### config.mk
export PLATFORM = sky130hd
export DESIGN_NAME = usart_core
export DESIGN_NICKNAME = d
export VERILOG_FILES = /design/src/rtl/usart_core_pkg.sv /design/src/rtl/usart_core.sv
export SDC_FILE = /design/constraint.sdc
export NUM_CORES = 1
export LEC_CHECK = 0
export BUFFER_PORTS_ARGS = -buffer_cell sky130_fd_sc_hd__buf_4
export CORE_MARGIN = 3
export CORE_UTILIZATION = 50
export CTS_CLUSTER_SIZE = 16
export DETAILED_ROUTE_END_ITERATION = 7
export PLACE_DENSITY_LB_ADDON = 0.1
export SLEW_MARGIN = 20
export SYNTH_ARGS = -nofsm -noshare
export SYNTH_HDL_FRONTEND = slang
export SYNTH_SLANG_ARGS = --single-unit
### constraint.sdc
create_clock -name sys_clk_i -period 6.5 [get_ports sys_clk_i]
set_input_delay 0.975 -clock sys_clk_i [delete_from_list [all_inputs] [get_ports sys_clk_i]]
set_output_delay 0.975 -clock sys_clk_i [all_outputs]
set_load 0.02 [all_outputs]
### src/rtl/usart_core_pkg.sv
// Package with register map, field positions, reset values and counts
// Assumes a single clock domain and a plain address/strobe register port
package usart_core_pkg;
   // Register byte offsets
   localparam logic [7:0] CTRL_ONE_OFS = 8'h00; // Control register one
   localparam logic [7:0] CTRL_THREE_OFS = 8'h04; // Control register three
   localparam logic [7:0] STATUS_OFS = 8'h08; // Status register
   localparam logic [7:0] BAUD_OFS = 8'h0C; // Oversample divisor
   localparam logic [7:0] RX_DATA_OFS = 8'h10; // Receive data register
   localparam logic [7:0] TX_DATA_OFS = 8'h14; // Transmit data register
   localparam logic [7:0] RTO_DUR_OFS = 8'h18; // Receive time-out duration
   // Control register one fields
   localparam int TX_EN_POS = 0;
   localparam int RX_EN_POS = 1;
   localparam int PAR_EN_POS = 2;
   localparam int PAR_ODD_POS = 3;
   localparam int TWO_STOP_POS = 4;
   localparam int DBL_SPEED_POS = 5;
   localparam int SYNC_MODE_POS = 6;
   localparam int CPOL_POS = 7;
   localparam int TXE_IE_POS = 8;
   localparam int TXD_IE_POS = 9;
   localparam int RXD_IE_POS = 10;
   localparam int CHAR_LSB_POS = 12; // Three bits: 0..4 give 5..9 data bits
   // Control register three fields
   localparam int RTO_EN_POS = 0;
   localparam int RTO_IE_POS = 1;
   // Status register fields
   localparam int ST_TXE_POS = 0;
   localparam int ST_TXD_POS = 1;
   localparam int ST_RXD_POS = 2;
   localparam int ST_FE_POS = 3;
   localparam int ST_OVR_POS = 4;
   localparam int ST_PE_POS = 5;
   localparam int ST_RTO_POS = 6;
   // Reset values
   localparam logic [15:0] CTRL_ONE_RST = 16'h3000; // Eight data bits
   localparam logic [1:0] CTRL_THREE_RST = 2'h0;
   localparam logic [15:0] BAUD_RST = 16'h0000;
   localparam logic [7:0] RTO_DUR_RST = 8'hFF;
   // Oversampling ratios and centre sample numbers
   localparam logic [4:0] OS_NORMAL = 5'h10;
   localparam logic [4:0] OS_DOUBLE = 5'h08;
   localparam logic [4:0] CENTRE_NORMAL = 5'h08;
   localparam logic [4:0] CENTRE_DOUBLE = 5'h04;
   localparam logic [3:0] MIN_DATA_BITS = 4'h5;
   localparam logic [3:0] MAX_DATA_BITS = 4'h9;
endpackage

### src/rtl/usart_core.sv
// USART transmit and receive core with register port and serial pins
// Assumes pins are asynchronous to sys_clk_i; serial clock comes from the partner
// What this block does
// - Transmitter loads frames only while transmit enable set
// - Queued character loads shifter when idle or after stop
// - Empty flag set while transmit buffer empty
// - Empty interrupt while flag and enable set
// - Done flag sets after frame with nothing queued, write one clears
// - Done interrupt while flag and enable set
// - Parity bit inserted after data when enabled
// - Transmit disable waits for current frame end
// - Receive disable stops, flushes buffer, clears flag
// - Receive flag set while buffer holds data
// - Receive interrupt while flag and enable set
// - Bits sampled after start through first stop
// - First stop completes frame, moves to buffer if empty or read that cycle
// - Frame error shows low sampled first stop
// - Overrun when buffer full, cleared by read
// - Parity error flag, zero when parity disabled
// - Receiver checks parity over received data bits
// - Oversample sixteen normal, eight double speed
// - Start validated on centre samples, resynchronise each
// - Data bits decided by centre sample vote
// - Stop needs two of three high samples
// - Time-out counts baud periods from start bit
// - Time-out length is duration plus one
// - Parity is XOR, inverted for odd
// - Low start bit, LSB first, idle high
// - Clock polarity zero: change rise, sample fall
//
// The plain strobed port and the address map were decided locally.
`timescale 1ns/1ps
module usart_core #(
   parameter int DIV_W = 16 // Width of the oversample divisor
) (
   input wire logic sys_clk_i,
   input wire logic nrst_i,
   input wire logic [7:0] reg_addr_i,
   input wire logic [31:0] reg_wdata_i,
   input wire logic reg_wr_i,
   input wire logic reg_rd_i,
   output logic [31:0] reg_rdata_o,
   input wire logic serial_in_pin_i,
   input wire logic serial_clock_pin_i,
   output logic serial_out_pin_o,
   output logic serial_out_oe_n_o,
   output logic tx_buffer_empty_irq_o,
   output logic tx_done_irq_o,
   output logic rx_done_irq_o,
   output logic rx_timeout_irq_o
);
   // Software state
   logic [15:0] ctrl_one_q; // Control register one
   logic [1:0] ctrl_three_q; // Control register three
   logic [DIV_W-1:0] baud_q; // Oversample divisor
   logic [7:0] rto_dur_q; // Time-out duration
   logic [31:0] rdata_q; // Registered read data
   // Pin synchronisers, stable levels
   logic [2:0] rx_sync_q;
   logic [2:0] sck_sync_q;
   logic rx_lvl_q;
   logic sck_lvl_q;
   // Transmit path
   logic [8:0] tx_buf_q;
   logic tx_full_q;
   logic [11:0] tx_shift_q;
   logic [3:0] tx_left_q;
   logic tx_busy_q;
   logic tx_out_q;
   logic [3:0] tx_os_q;
   logic tx_done_q;
   // Receive path
   logic rx_busy_q;
   logic [3:0] rx_idx_q;
   logic [3:0] rx_os_q;
   logic [1:0] vote_q;
   logic [8:0] rx_shift_q;
   logic rx_par_q;
   logic [8:0] rx_buf_q;
   logic rx_full_q;
   logic fe_q;
   logic pe_q;
   logic ovr_q;
   // Time-out and oversample divider
   logic [DIV_W-1:0] div_q;
   logic [3:0] rto_os_q;
   logic [8:0] rto_cnt_q;
   logic rto_armed_q;
   logic rto_flag_q;
   logic rto_en_prev_q;

   // Field decode
   wire tx_en = ctrl_one_q[usart_core_pkg::TX_EN_POS];
   wire rx_en = ctrl_one_q[usart_core_pkg::RX_EN_POS];
   wire par_en = ctrl_one_q[usart_core_pkg::PAR_EN_POS];
   wire par_odd = ctrl_one_q[usart_core_pkg::PAR_ODD_POS];
   wire two_stop = ctrl_one_q[usart_core_pkg::TWO_STOP_POS];
   wire dbl = ctrl_one_q[usart_core_pkg::DBL_SPEED_POS];
   wire sync_mode = ctrl_one_q[usart_core_pkg::SYNC_MODE_POS];
   wire cpol = ctrl_one_q[usart_core_pkg::CPOL_POS];
   wire [2:0] char_sel = ctrl_one_q[usart_core_pkg::CHAR_LSB_POS +: 3];
   wire rto_en = ctrl_three_q[usart_core_pkg::RTO_EN_POS];
   // Data bit count, codes above 4 read as nine
   wire [3:0] nbits = (char_sel > 3'h4) ? usart_core_pkg::MAX_DATA_BITS
                                        : usart_core_pkg::MIN_DATA_BITS + {1'b0, char_sel};
   // Oversample ratio and centre sample number
   wire [4:0] os_ratio = dbl ? usart_core_pkg::OS_DOUBLE : usart_core_pkg::OS_NORMAL;
   wire [4:0] centre = dbl ? usart_core_pkg::CENTRE_DOUBLE : usart_core_pkg::CENTRE_NORMAL;
   wire [3:0] os_last = 4'(os_ratio - 5'h01);
   // Bus decode
   wire wr_ctrl1 = reg_wr_i && (reg_addr_i == usart_core_pkg::CTRL_ONE_OFS);
   wire wr_ctrl3 = reg_wr_i && (reg_addr_i == usart_core_pkg::CTRL_THREE_OFS);
   wire wr_stat = reg_wr_i && (reg_addr_i == usart_core_pkg::STATUS_OFS);
   wire wr_baud = reg_wr_i && (reg_addr_i == usart_core_pkg::BAUD_OFS);
   wire wr_txd = reg_wr_i && (reg_addr_i == usart_core_pkg::TX_DATA_OFS);
   wire wr_rto = reg_wr_i && (reg_addr_i == usart_core_pkg::RTO_DUR_OFS);
   wire rd_rxd = reg_rd_i && (reg_addr_i == usart_core_pkg::RX_DATA_OFS);
   wire clr_done = wr_stat && reg_wdata_i[usart_core_pkg::ST_TXD_POS];
   wire clr_rto = wr_stat && reg_wdata_i[usart_core_pkg::ST_RTO_POS];
   // Status word as software sees it
   wire [6:0] status = {rto_flag_q, pe_q & par_en, ovr_q, fe_q, rx_full_q, tx_done_q, !tx_full_q};
   wire [31:0] rd_mux =
      (reg_addr_i == usart_core_pkg::CTRL_ONE_OFS) ? {16'h0000, ctrl_one_q} :
      (reg_addr_i == usart_core_pkg::CTRL_THREE_OFS) ? {30'h00000000, ctrl_three_q} :
      (reg_addr_i == usart_core_pkg::STATUS_OFS) ? {25'h0000000, status} :
      (reg_addr_i == usart_core_pkg::BAUD_OFS) ? 32'(baud_q) :
      (reg_addr_i == usart_core_pkg::RX_DATA_OFS) ? {23'h000000, rx_buf_q} :
      (reg_addr_i == usart_core_pkg::TX_DATA_OFS) ? {23'h000000, tx_buf_q} :
      (reg_addr_i == usart_core_pkg::RTO_DUR_OFS) ? {24'h000000, rto_dur_q} :
      32'h00000000; // Unmapped reads zero
   // Pin edge detection; first stage read only by second
   wire rx_agree = (rx_sync_q[1] == rx_sync_q[2]);
   wire sck_agree = (sck_sync_q[1] == sck_sync_q[2]);
   wire rx_fall = rx_agree && !rx_sync_q[2] && rx_lvl_q;
   wire sck_rise = sck_agree && sck_sync_q[2] && !sck_lvl_q;
   wire sck_fall = sck_agree && !sck_sync_q[2] && sck_lvl_q;
   wire sck_change = cpol ? sck_fall : sck_rise;
   wire sck_sample = cpol ? sck_rise : sck_fall;
   // Oversample tick from the divisor
   wire os_tick = (div_q == baud_q);
   // Parity over the low n data bits
   function automatic logic parity_of(input logic [8:0] d, input logic [3:0] n, input logic odd);
      logic p;
      p = odd;
      for (int i = 0; i < 9; i++) begin
         if (4'(i) < n) begin
            p = p ^ d[i];
         end
      end
      return p;
   endfunction
   // Bits after the start bit: data LSB first, parity, then stop ones
   function automatic logic [11:0] frame_of(input logic [8:0] d, input logic [3:0] n,
                                           input logic pe, input logic odd);
      logic [11:0] f;
      f = 12'hFFF;
      for (int i = 0; i < 9; i++) begin
         if (4'(i) < n) begin
            f[i] = d[i];
         end
      end
      if (pe) begin
         f[n] = parity_of(d, n, odd);
      end
      return f;
   endfunction
   // Transmit timing
   wire tx_bit_tick = sync_mode ? sck_change : (os_tick && (tx_os_q == os_last));
   wire tx_last = tx_busy_q && tx_bit_tick && (tx_left_q == 4'h1);
   wire tx_load = tx_en && tx_full_q && (!tx_busy_q || tx_last);
   wire [3:0] tx_total = 4'(4'h2 + nbits + {3'h0, par_en} + {3'h0, two_stop});
   wire tx_set_done = tx_last && !tx_load;
   // Receive decision: vote in async mode, sampling edge in sync mode
   wire [3:0] rx_os_pos = 4'(centre) + 4'h1; // Third centre sample, zero based
   wire async_dec = !sync_mode && rx_busy_q && os_tick && (rx_os_q == rx_os_pos);
   wire maj = (vote_q[0] & vote_q[1]) | (vote_q[0] & rx_lvl_q) | (vote_q[1] & rx_lvl_q);
   wire dec_ev = rx_en && (sync_mode ? sck_sample : async_dec);
   wire dec_val = sync_mode ? rx_lvl_q : maj;
   wire [3:0] stop_idx = 4'(nbits + {3'h0, par_en} + 4'h1);
   wire start_ok = dec_ev && (rx_idx_q == 4'h0) && !dec_val;
   wire frame_end = dec_ev && rx_busy_q && (rx_idx_q == stop_idx);
   wire [8:0] rx_data = rx_shift_q >> (4'h9 - nbits);
   wire par_bad = par_en && (parity_of(rx_data, nbits, par_odd) != rx_par_q);
   wire rx_store = frame_end && (!rx_full_q || rd_rxd);
   // Time-out baud tick
   wire rto_tick = os_tick && (rto_os_q == os_last);
   wire rto_expire = rto_armed_q && rto_tick && (rto_cnt_q == {1'b0, rto_dur_q});
   // Registered data and line outputs, combinational output enable and interrupt lines
   assign reg_rdata_o = rdata_q;
   assign serial_out_pin_o = tx_out_q;
   assign serial_out_oe_n_o = !(tx_en || tx_busy_q);
   assign tx_buffer_empty_irq_o = !tx_full_q && ctrl_one_q[usart_core_pkg::TXE_IE_POS];
   assign tx_done_irq_o = tx_done_q && ctrl_one_q[usart_core_pkg::TXD_IE_POS];
   assign rx_done_irq_o = rx_full_q && ctrl_one_q[usart_core_pkg::RXD_IE_POS];
   assign rx_timeout_irq_o = rto_flag_q && ctrl_three_q[usart_core_pkg::RTO_IE_POS];

   // Software registers and read data
   always_ff @(posedge sys_clk_i) begin
      if (!nrst_i) begin
         ctrl_one_q <= usart_core_pkg::CTRL_ONE_RST;
         ctrl_three_q <= usart_core_pkg::CTRL_THREE_RST;
         baud_q <= DIV_W'(usart_core_pkg::BAUD_RST);
         rto_dur_q <= usart_core_pkg::RTO_DUR_RST;
         rdata_q <= 32'h00000000;
      end else begin
         if (wr_ctrl1) ctrl_one_q <= reg_wdata_i[15:0];
         if (wr_ctrl3) ctrl_three_q <= reg_wdata_i[1:0];
         if (wr_baud) baud_q <= reg_wdata_i[DIV_W-1:0];
         if (wr_rto) rto_dur_q <= reg_wdata_i[7:0];
         rdata_q <= reg_rd_i ? rd_mux : 32'h00000000;
      end
   end
   // Three-stage pin synchronisers; level moves once stages two and three agree
   always_ff @(posedge sys_clk_i) begin
      if (!nrst_i) begin
         rx_sync_q <= 3'h7;
         sck_sync_q <= 3'h0;
         rx_lvl_q <= 1'b1;
         sck_lvl_q <= 1'b0;
      end else begin
         rx_sync_q <= {rx_sync_q[1:0], serial_in_pin_i};
         sck_sync_q <= {sck_sync_q[1:0], serial_clock_pin_i};
         if (rx_agree) rx_lvl_q <= rx_sync_q[2];
         if (sck_agree) sck_lvl_q <= sck_sync_q[2];
      end
   end
   // Free-running oversample divider
   always_ff @(posedge sys_clk_i) begin
      if (!nrst_i) begin
         div_q <= '0;
      end else begin
         div_q <= os_tick ? '0 : div_q + 1'b1;
      end
   end
   // Transmit buffer; a write while full is dropped to keep the queued character
   always_ff @(posedge sys_clk_i) begin
      if (!nrst_i) begin
         tx_buf_q <= 9'h000;
         tx_full_q <= 1'b0;
      end else if (wr_txd && !tx_full_q) begin
         tx_buf_q <= reg_wdata_i[8:0];
         tx_full_q <= 1'b1;
      end else if (tx_load) begin
         tx_full_q <= 1'b0;
      end
   end
   // Transmit shifter; sub-count restarts at load so the start bit is full length
   always_ff @(posedge sys_clk_i) begin
      if (!nrst_i) begin
         tx_shift_q <= 12'hFFF;
         tx_left_q <= 4'h0;
         tx_busy_q <= 1'b0;
         tx_out_q <= 1'b1;
         tx_os_q <= 4'h0;
      end else if (tx_load) begin
         tx_shift_q <= frame_of(tx_buf_q, nbits, par_en, par_odd);
         tx_left_q <= tx_total;
         tx_busy_q <= 1'b1;
         tx_out_q <= 1'b0;
         tx_os_q <= 4'h0;
      end else if (tx_last) begin
         tx_busy_q <= 1'b0;
         tx_out_q <= 1'b1; // Idle line high
      end else if (tx_busy_q) begin
         if (os_tick) tx_os_q <= (tx_os_q == os_last) ? 4'h0 : tx_os_q + 4'h1;
         if (tx_bit_tick) begin
            tx_out_q <= tx_shift_q[0];
            tx_shift_q <= {1'b1, tx_shift_q[11:1]};
            tx_left_q <= tx_left_q - 4'h1;
         end
      end
   end
   // Transmit done flag; setting beats a clear in the same cycle
   always_ff @(posedge sys_clk_i) begin
      if (!nrst_i) begin
         tx_done_q <= 1'b0;
      end else if (tx_set_done) begin
         tx_done_q <= 1'b1;
      end else if (clr_done) begin
         tx_done_q <= 1'b0;
      end
   end
   // Receive sequencer: hunt, start check, data, parity, first stop
   always_ff @(posedge sys_clk_i) begin
      if (!nrst_i || !rx_en) begin
         rx_busy_q <= 1'b0;
         rx_idx_q <= 4'h0;
         rx_os_q <= 4'h0;
         vote_q <= 2'h3;
         rx_shift_q <= 9'h000;
         rx_par_q <= 1'b0;
      end else if (!sync_mode && !rx_busy_q && rx_fall) begin
         rx_busy_q <= 1'b1; // Resynchronise on a falling edge while hunting
         rx_os_q <= 4'h0;
         rx_idx_q <= 4'h0;
      end else begin
         if (!sync_mode && rx_busy_q && os_tick) begin
            rx_os_q <= (rx_os_q == os_last) ? 4'h0 : rx_os_q + 4'h1;
            vote_q <= {vote_q[0], rx_lvl_q}; // Centre samples collect here
         end
         if (dec_ev && (rx_busy_q || sync_mode)) begin
            if (rx_idx_q == 4'h0) begin
               rx_busy_q <= start_ok; // False start returns to hunting
               rx_idx_q <= start_ok ? 4'h1 : 4'h0;
            end else if (rx_idx_q == stop_idx) begin
               rx_busy_q <= 1'b0;
               rx_idx_q <= 4'h0; // Second stop bit never looked at
            end else begin
               if (rx_idx_q <= nbits) rx_shift_q <= {dec_val, rx_shift_q[8:1]};
               else rx_par_q <= dec_val;
               rx_idx_q <= rx_idx_q + 4'h1;
            end
         end
      end
   end
   // Receive buffer and error flags; a read in the same cycle frees room
   always_ff @(posedge sys_clk_i) begin
      if (!nrst_i || !rx_en) begin
         rx_buf_q <= 9'h000;
         rx_full_q <= 1'b0;
         fe_q <= 1'b0;
         pe_q <= 1'b0;
         ovr_q <= 1'b0;
      end else if (rx_store) begin
         rx_buf_q <= rx_data;
         rx_full_q <= 1'b1;
         fe_q <= !dec_val;
         pe_q <= par_bad;
         ovr_q <= 1'b0;
      end else if (frame_end) begin
         ovr_q <= 1'b1;
      end else if (rd_rxd) begin
         rx_full_q <= 1'b0;
         ovr_q <= 1'b0;
      end
   end
   // Receive time-out counter
   always_ff @(posedge sys_clk_i) begin
      if (!nrst_i) begin
         rto_os_q <= 4'h0;
         rto_cnt_q <= 9'h000;
         rto_armed_q <= 1'b0;
         rto_flag_q <= 1'b0;
         rto_en_prev_q <= 1'b0;
      end else begin
         rto_en_prev_q <= rto_en;
         if (os_tick) rto_os_q <= (rto_os_q == os_last) ? 4'h0 : rto_os_q + 4'h1;
         if (!rto_en) begin
            rto_armed_q <= 1'b0;
         end else if (start_ok || !rto_en_prev_q) begin
            rto_armed_q <= 1'b1;
            rto_cnt_q <= 9'h000;
            rto_os_q <= 4'h0;
         end else if (rto_expire) begin
            rto_armed_q <= 1'b0;
         end else if (rto_armed_q && rto_tick) begin
            rto_cnt_q <= rto_cnt_q + 9'h001;
         end
         if (rto_expire) rto_flag_q <= 1'b1;
         else if (clr_rto) rto_flag_q <= 1'b0;
      end
   end
endmodule

==> flow_summary.toml <==
[die]
die-height_um = 138
die-width_um = 138
start_util_pct = 52.0
coreArea_mm2 = 0.0169
rows = 47
die_area_mm2 = 0.0192
pin_count = 84

[routing]
routed_wl_um = 23000
routedWlPerCell_um = 17.2
antenna_left = 0
drt_iter0_drc = 668
avgViaCountPerCell = 5.73
vias = 7682
drcViolationCount = 0
drt_pre_antenna_iters = 5

[global_route]
grt_max_degree = 59
grt_pass1_wl_um = 37800
grt_overflow = 0
grt.total_usage_pct = 24.1
first_global_vias = 7241
antenna_found_initial = 0

[cts]
numCtsBuffers = 17
cts_max_level = 4
clock_path_buffers = 2
cts.sinks = 165
cts_tree = "done"
post_cts_buffers = 0
ctsResizeCount = 0
cts_root_buf = "clkbuf_16"
cts_hold_buf = 0
insertion_delay_ns = 0.43
clk_pin_slew_ns = 0.06

[setup_path]
r2r-start = "ctrl_one_q[12]"
crit_type = "reg2reg"
startpoint = "ctrl_one_q[12]"
slowest_delay_ns = 0.78
cp_max_fo = 21
path_cells = "inv_1, ha_1, nand2b_1, nand2_1, inv_1, ha_1, inv_1, ha_1, xnor2_1, nand2_1, nor4b_2, nand3_1, a21oi_2, mux2_1, nor2_1"
cp.arrival_ns = 5.27
slowest_stage = "dfxtp_1"
startpoint_type = "register"
crit_required_ns = 6.85
crit_path_end_kind = "register"

[pwr]
peakVddDrop_mv = 0.217
power_mw = 2.16
p_leak_nw = 3.81
power_density_mw_per_mm2 = 221

[sta]
worstMarginPinSlew_ns = 0.950
worst_slack_ns = 1.58
drv_slew = 0
layout_min_cycle_time_ns = 4.92
fmax_ghz = 0.203
setup_violations = 0
hold_viol = 0
clock_skew_ns = 0.0107
final.setup.tns_ns = 0
hold_ws_ns = 0.417
fin_crit_sh_pct = 75.7
rsz0062_at_grt = "no"
relSlewSlack_pct = 36.5

[yosys]
yosysWarnings = 0
synth_top_cells_by_count = "dfxtp_1, nand2_1, nor2_1"
yosys.area.top_type = "dfxtp_1"
synthMuxAreaShare_pct = 5.12
synth-edff-count = 0
synth.most_common_cell = "dfxtp_1"
yosysTopAreaCellShare_pct = 37.7
synth_compound_area_share_pct = 16.3
synth_top_flop_cell = "dfxtp_1"
ys_async_sr_fraction_pct = 0
yosysSeqAreaShare_pct = 37.7
synth-simple-area-share_pct = 24.6
avgSynthCellArea_um2 = 8.08
synth_cells = 1085
synth_seq_cells = 165
netlist_area_mm2 = 0.00877
synth.area.top_cells = "dfxtp_1, nand2_1, a21oi_1"
synthAdderAreaFrac_pct = 3.79
synth_cell_type_count = 75
synth_xor_area_share_pct = 7.22
synth_top_family_by_area = "simple AND/OR/NAND/NOR gates"

[run_status]
status = "complete, no violations"

[cells_and_area]
fillers = 1584
num_antenna_cells = 0
area.growth.synth_to_final_pct = 11.5
drive_gt1_share_pct = 10.3
fin_util_pct = 58.0
nets = 1179

[job]
cap_violations = 0

[placement]
io_buffer_count = 51
place_ws_ns = 1.66
place.gp.congestion = 0.894
place_hpwl_um = 16800

[worst_hold_path]
min_from = "rx_sync_q[0]"
min_path_type = "reg2reg"
## power by group
part           switching, mW  internal, mW  total (mW)
registers             0.0137          1.03        1.04
clock network          0.425         0.568       0.993
logic                 0.0792        0.0496       0.129
total                  0.518          1.65        2.16
## cells by family (layout without fill, tap and decap cells)
| logic type | after synthesis | in the layout |
|---|---|---|
| buffers and inverters | 101 | 121 |
| XOR/XNOR | 66 | 66 |
| other | 1 | 16 |
| adder cells (fa/ha/maj) | 26 | 26 |
| multiplexers | 44 | 44 |
| AND/OR/NAND/NOR | 456 | 456 |
| AO/OA/AOI/OAI | 226 | 226 |
| flip-flops | 165 | 165 |
## worst max-delay path: cells and delay by family (launching register included)
family | cells | cell delay, ns
buf+inv | 3 | 0.38
flops | 1 | 0.78
simple gates | 6 | 1.73
fa+ha+maj | 3 | 0.73
compound gates | 1 | 0.69
xor+xnor | 1 | 0.16
mux | 1 | 0.38
## routing by layer
metal  vias to the layer above  GRT usage [%]  share of wire [%]
li1                       3825              -                  -
met1                      3594           33.1                 47
met2                       218           36.9                 45
met3                        45           5.46                5.5
met4                         0           9.57                2.7
met5                         -              0                  0
## cell type report
type	instances	area, um^2	share of cell area (%)
clock buffers	17	425	4.35
clock inverters	15	158	1.61
inverters	33	126	1.29
multi-input cells	834	5070	51.9
flip-flops and latches	165	3300	33.8
well taps	220	275	2.81
repair buffers	56	420	4.30
## cells in the final DEF, fill, tap and decap left out, drive strengths merged, types with 6 or more instances in the layout
| cell type | instances |
|---|---|
| nor2b | 9 |
| ha | 25 |
| o21ai | 36 |
| clkinv | 8 |
| nor3 | 18 |
| conb | 16 |
| nand2b | 11 |
| mux2 | 7 |
| xnor2 | 25 |
| a21o | 6 |
| o211ai | 10 |
| buf | 56 |
| nand3 | 54 |
| a31oi | 11 |
| mux2i | 37 |
| a21oi | 94 |
| dfxtp | 165 |
| a22oi | 20 |
| or3 | 9 |
| a211oi | 7 |
| nand3b | 7 |
| and2 | 15 |
| nand4 | 14 |
| xor2 | 37 |
| a222oi | 6 |
| nand2 | 155 |
| clkbuf | 17 |
| inv | 35 |
| nor2 | 122 |
| and3 | 17 |
| nor4 | 9 |
## through the flow
step / cells / area (um^2)
3_3_place_gp: 1308 / 9200
5_1_grt: 1340 / 9780
2_1_floorplan: 1100 / 8830
4_1_cts: 1340 / 9780
3_5_place_dp: 1308 / 9200
6_report: 1340 / 9780
## sequential cells by signal, indices dropped and copies added (netlist names), 2 cells and up
register and count:
rx_buf_q 9, tx_shift_q 12, tx_left_q 4, ctrl_one_q 16, tx_os_q 4, sck_sync_q 3
tx_buf_q 9, rx_idx_q 4, rto_os_q 4, baud_q 16, ctrl_three_q 2, rx_os_q 4
reg_rdata_o 16, vote_q 2, rto_dur_q 8, rto_cnt_q 9, rx_sync_q 3, rx_shift_q 9
div_q 16
## final timing paths
check,slack [ns],depth (start not counted),endpoint
max,1.58,15,rx_buf_q[4]
min,0.42,1,rx_sync_q[1]
max reg2reg,1.58,15,rx_buf_q[4]
min reg2reg,0.42,1,rx_sync_q[1]
Note: power is estimated with default switching activity, not from simulation.
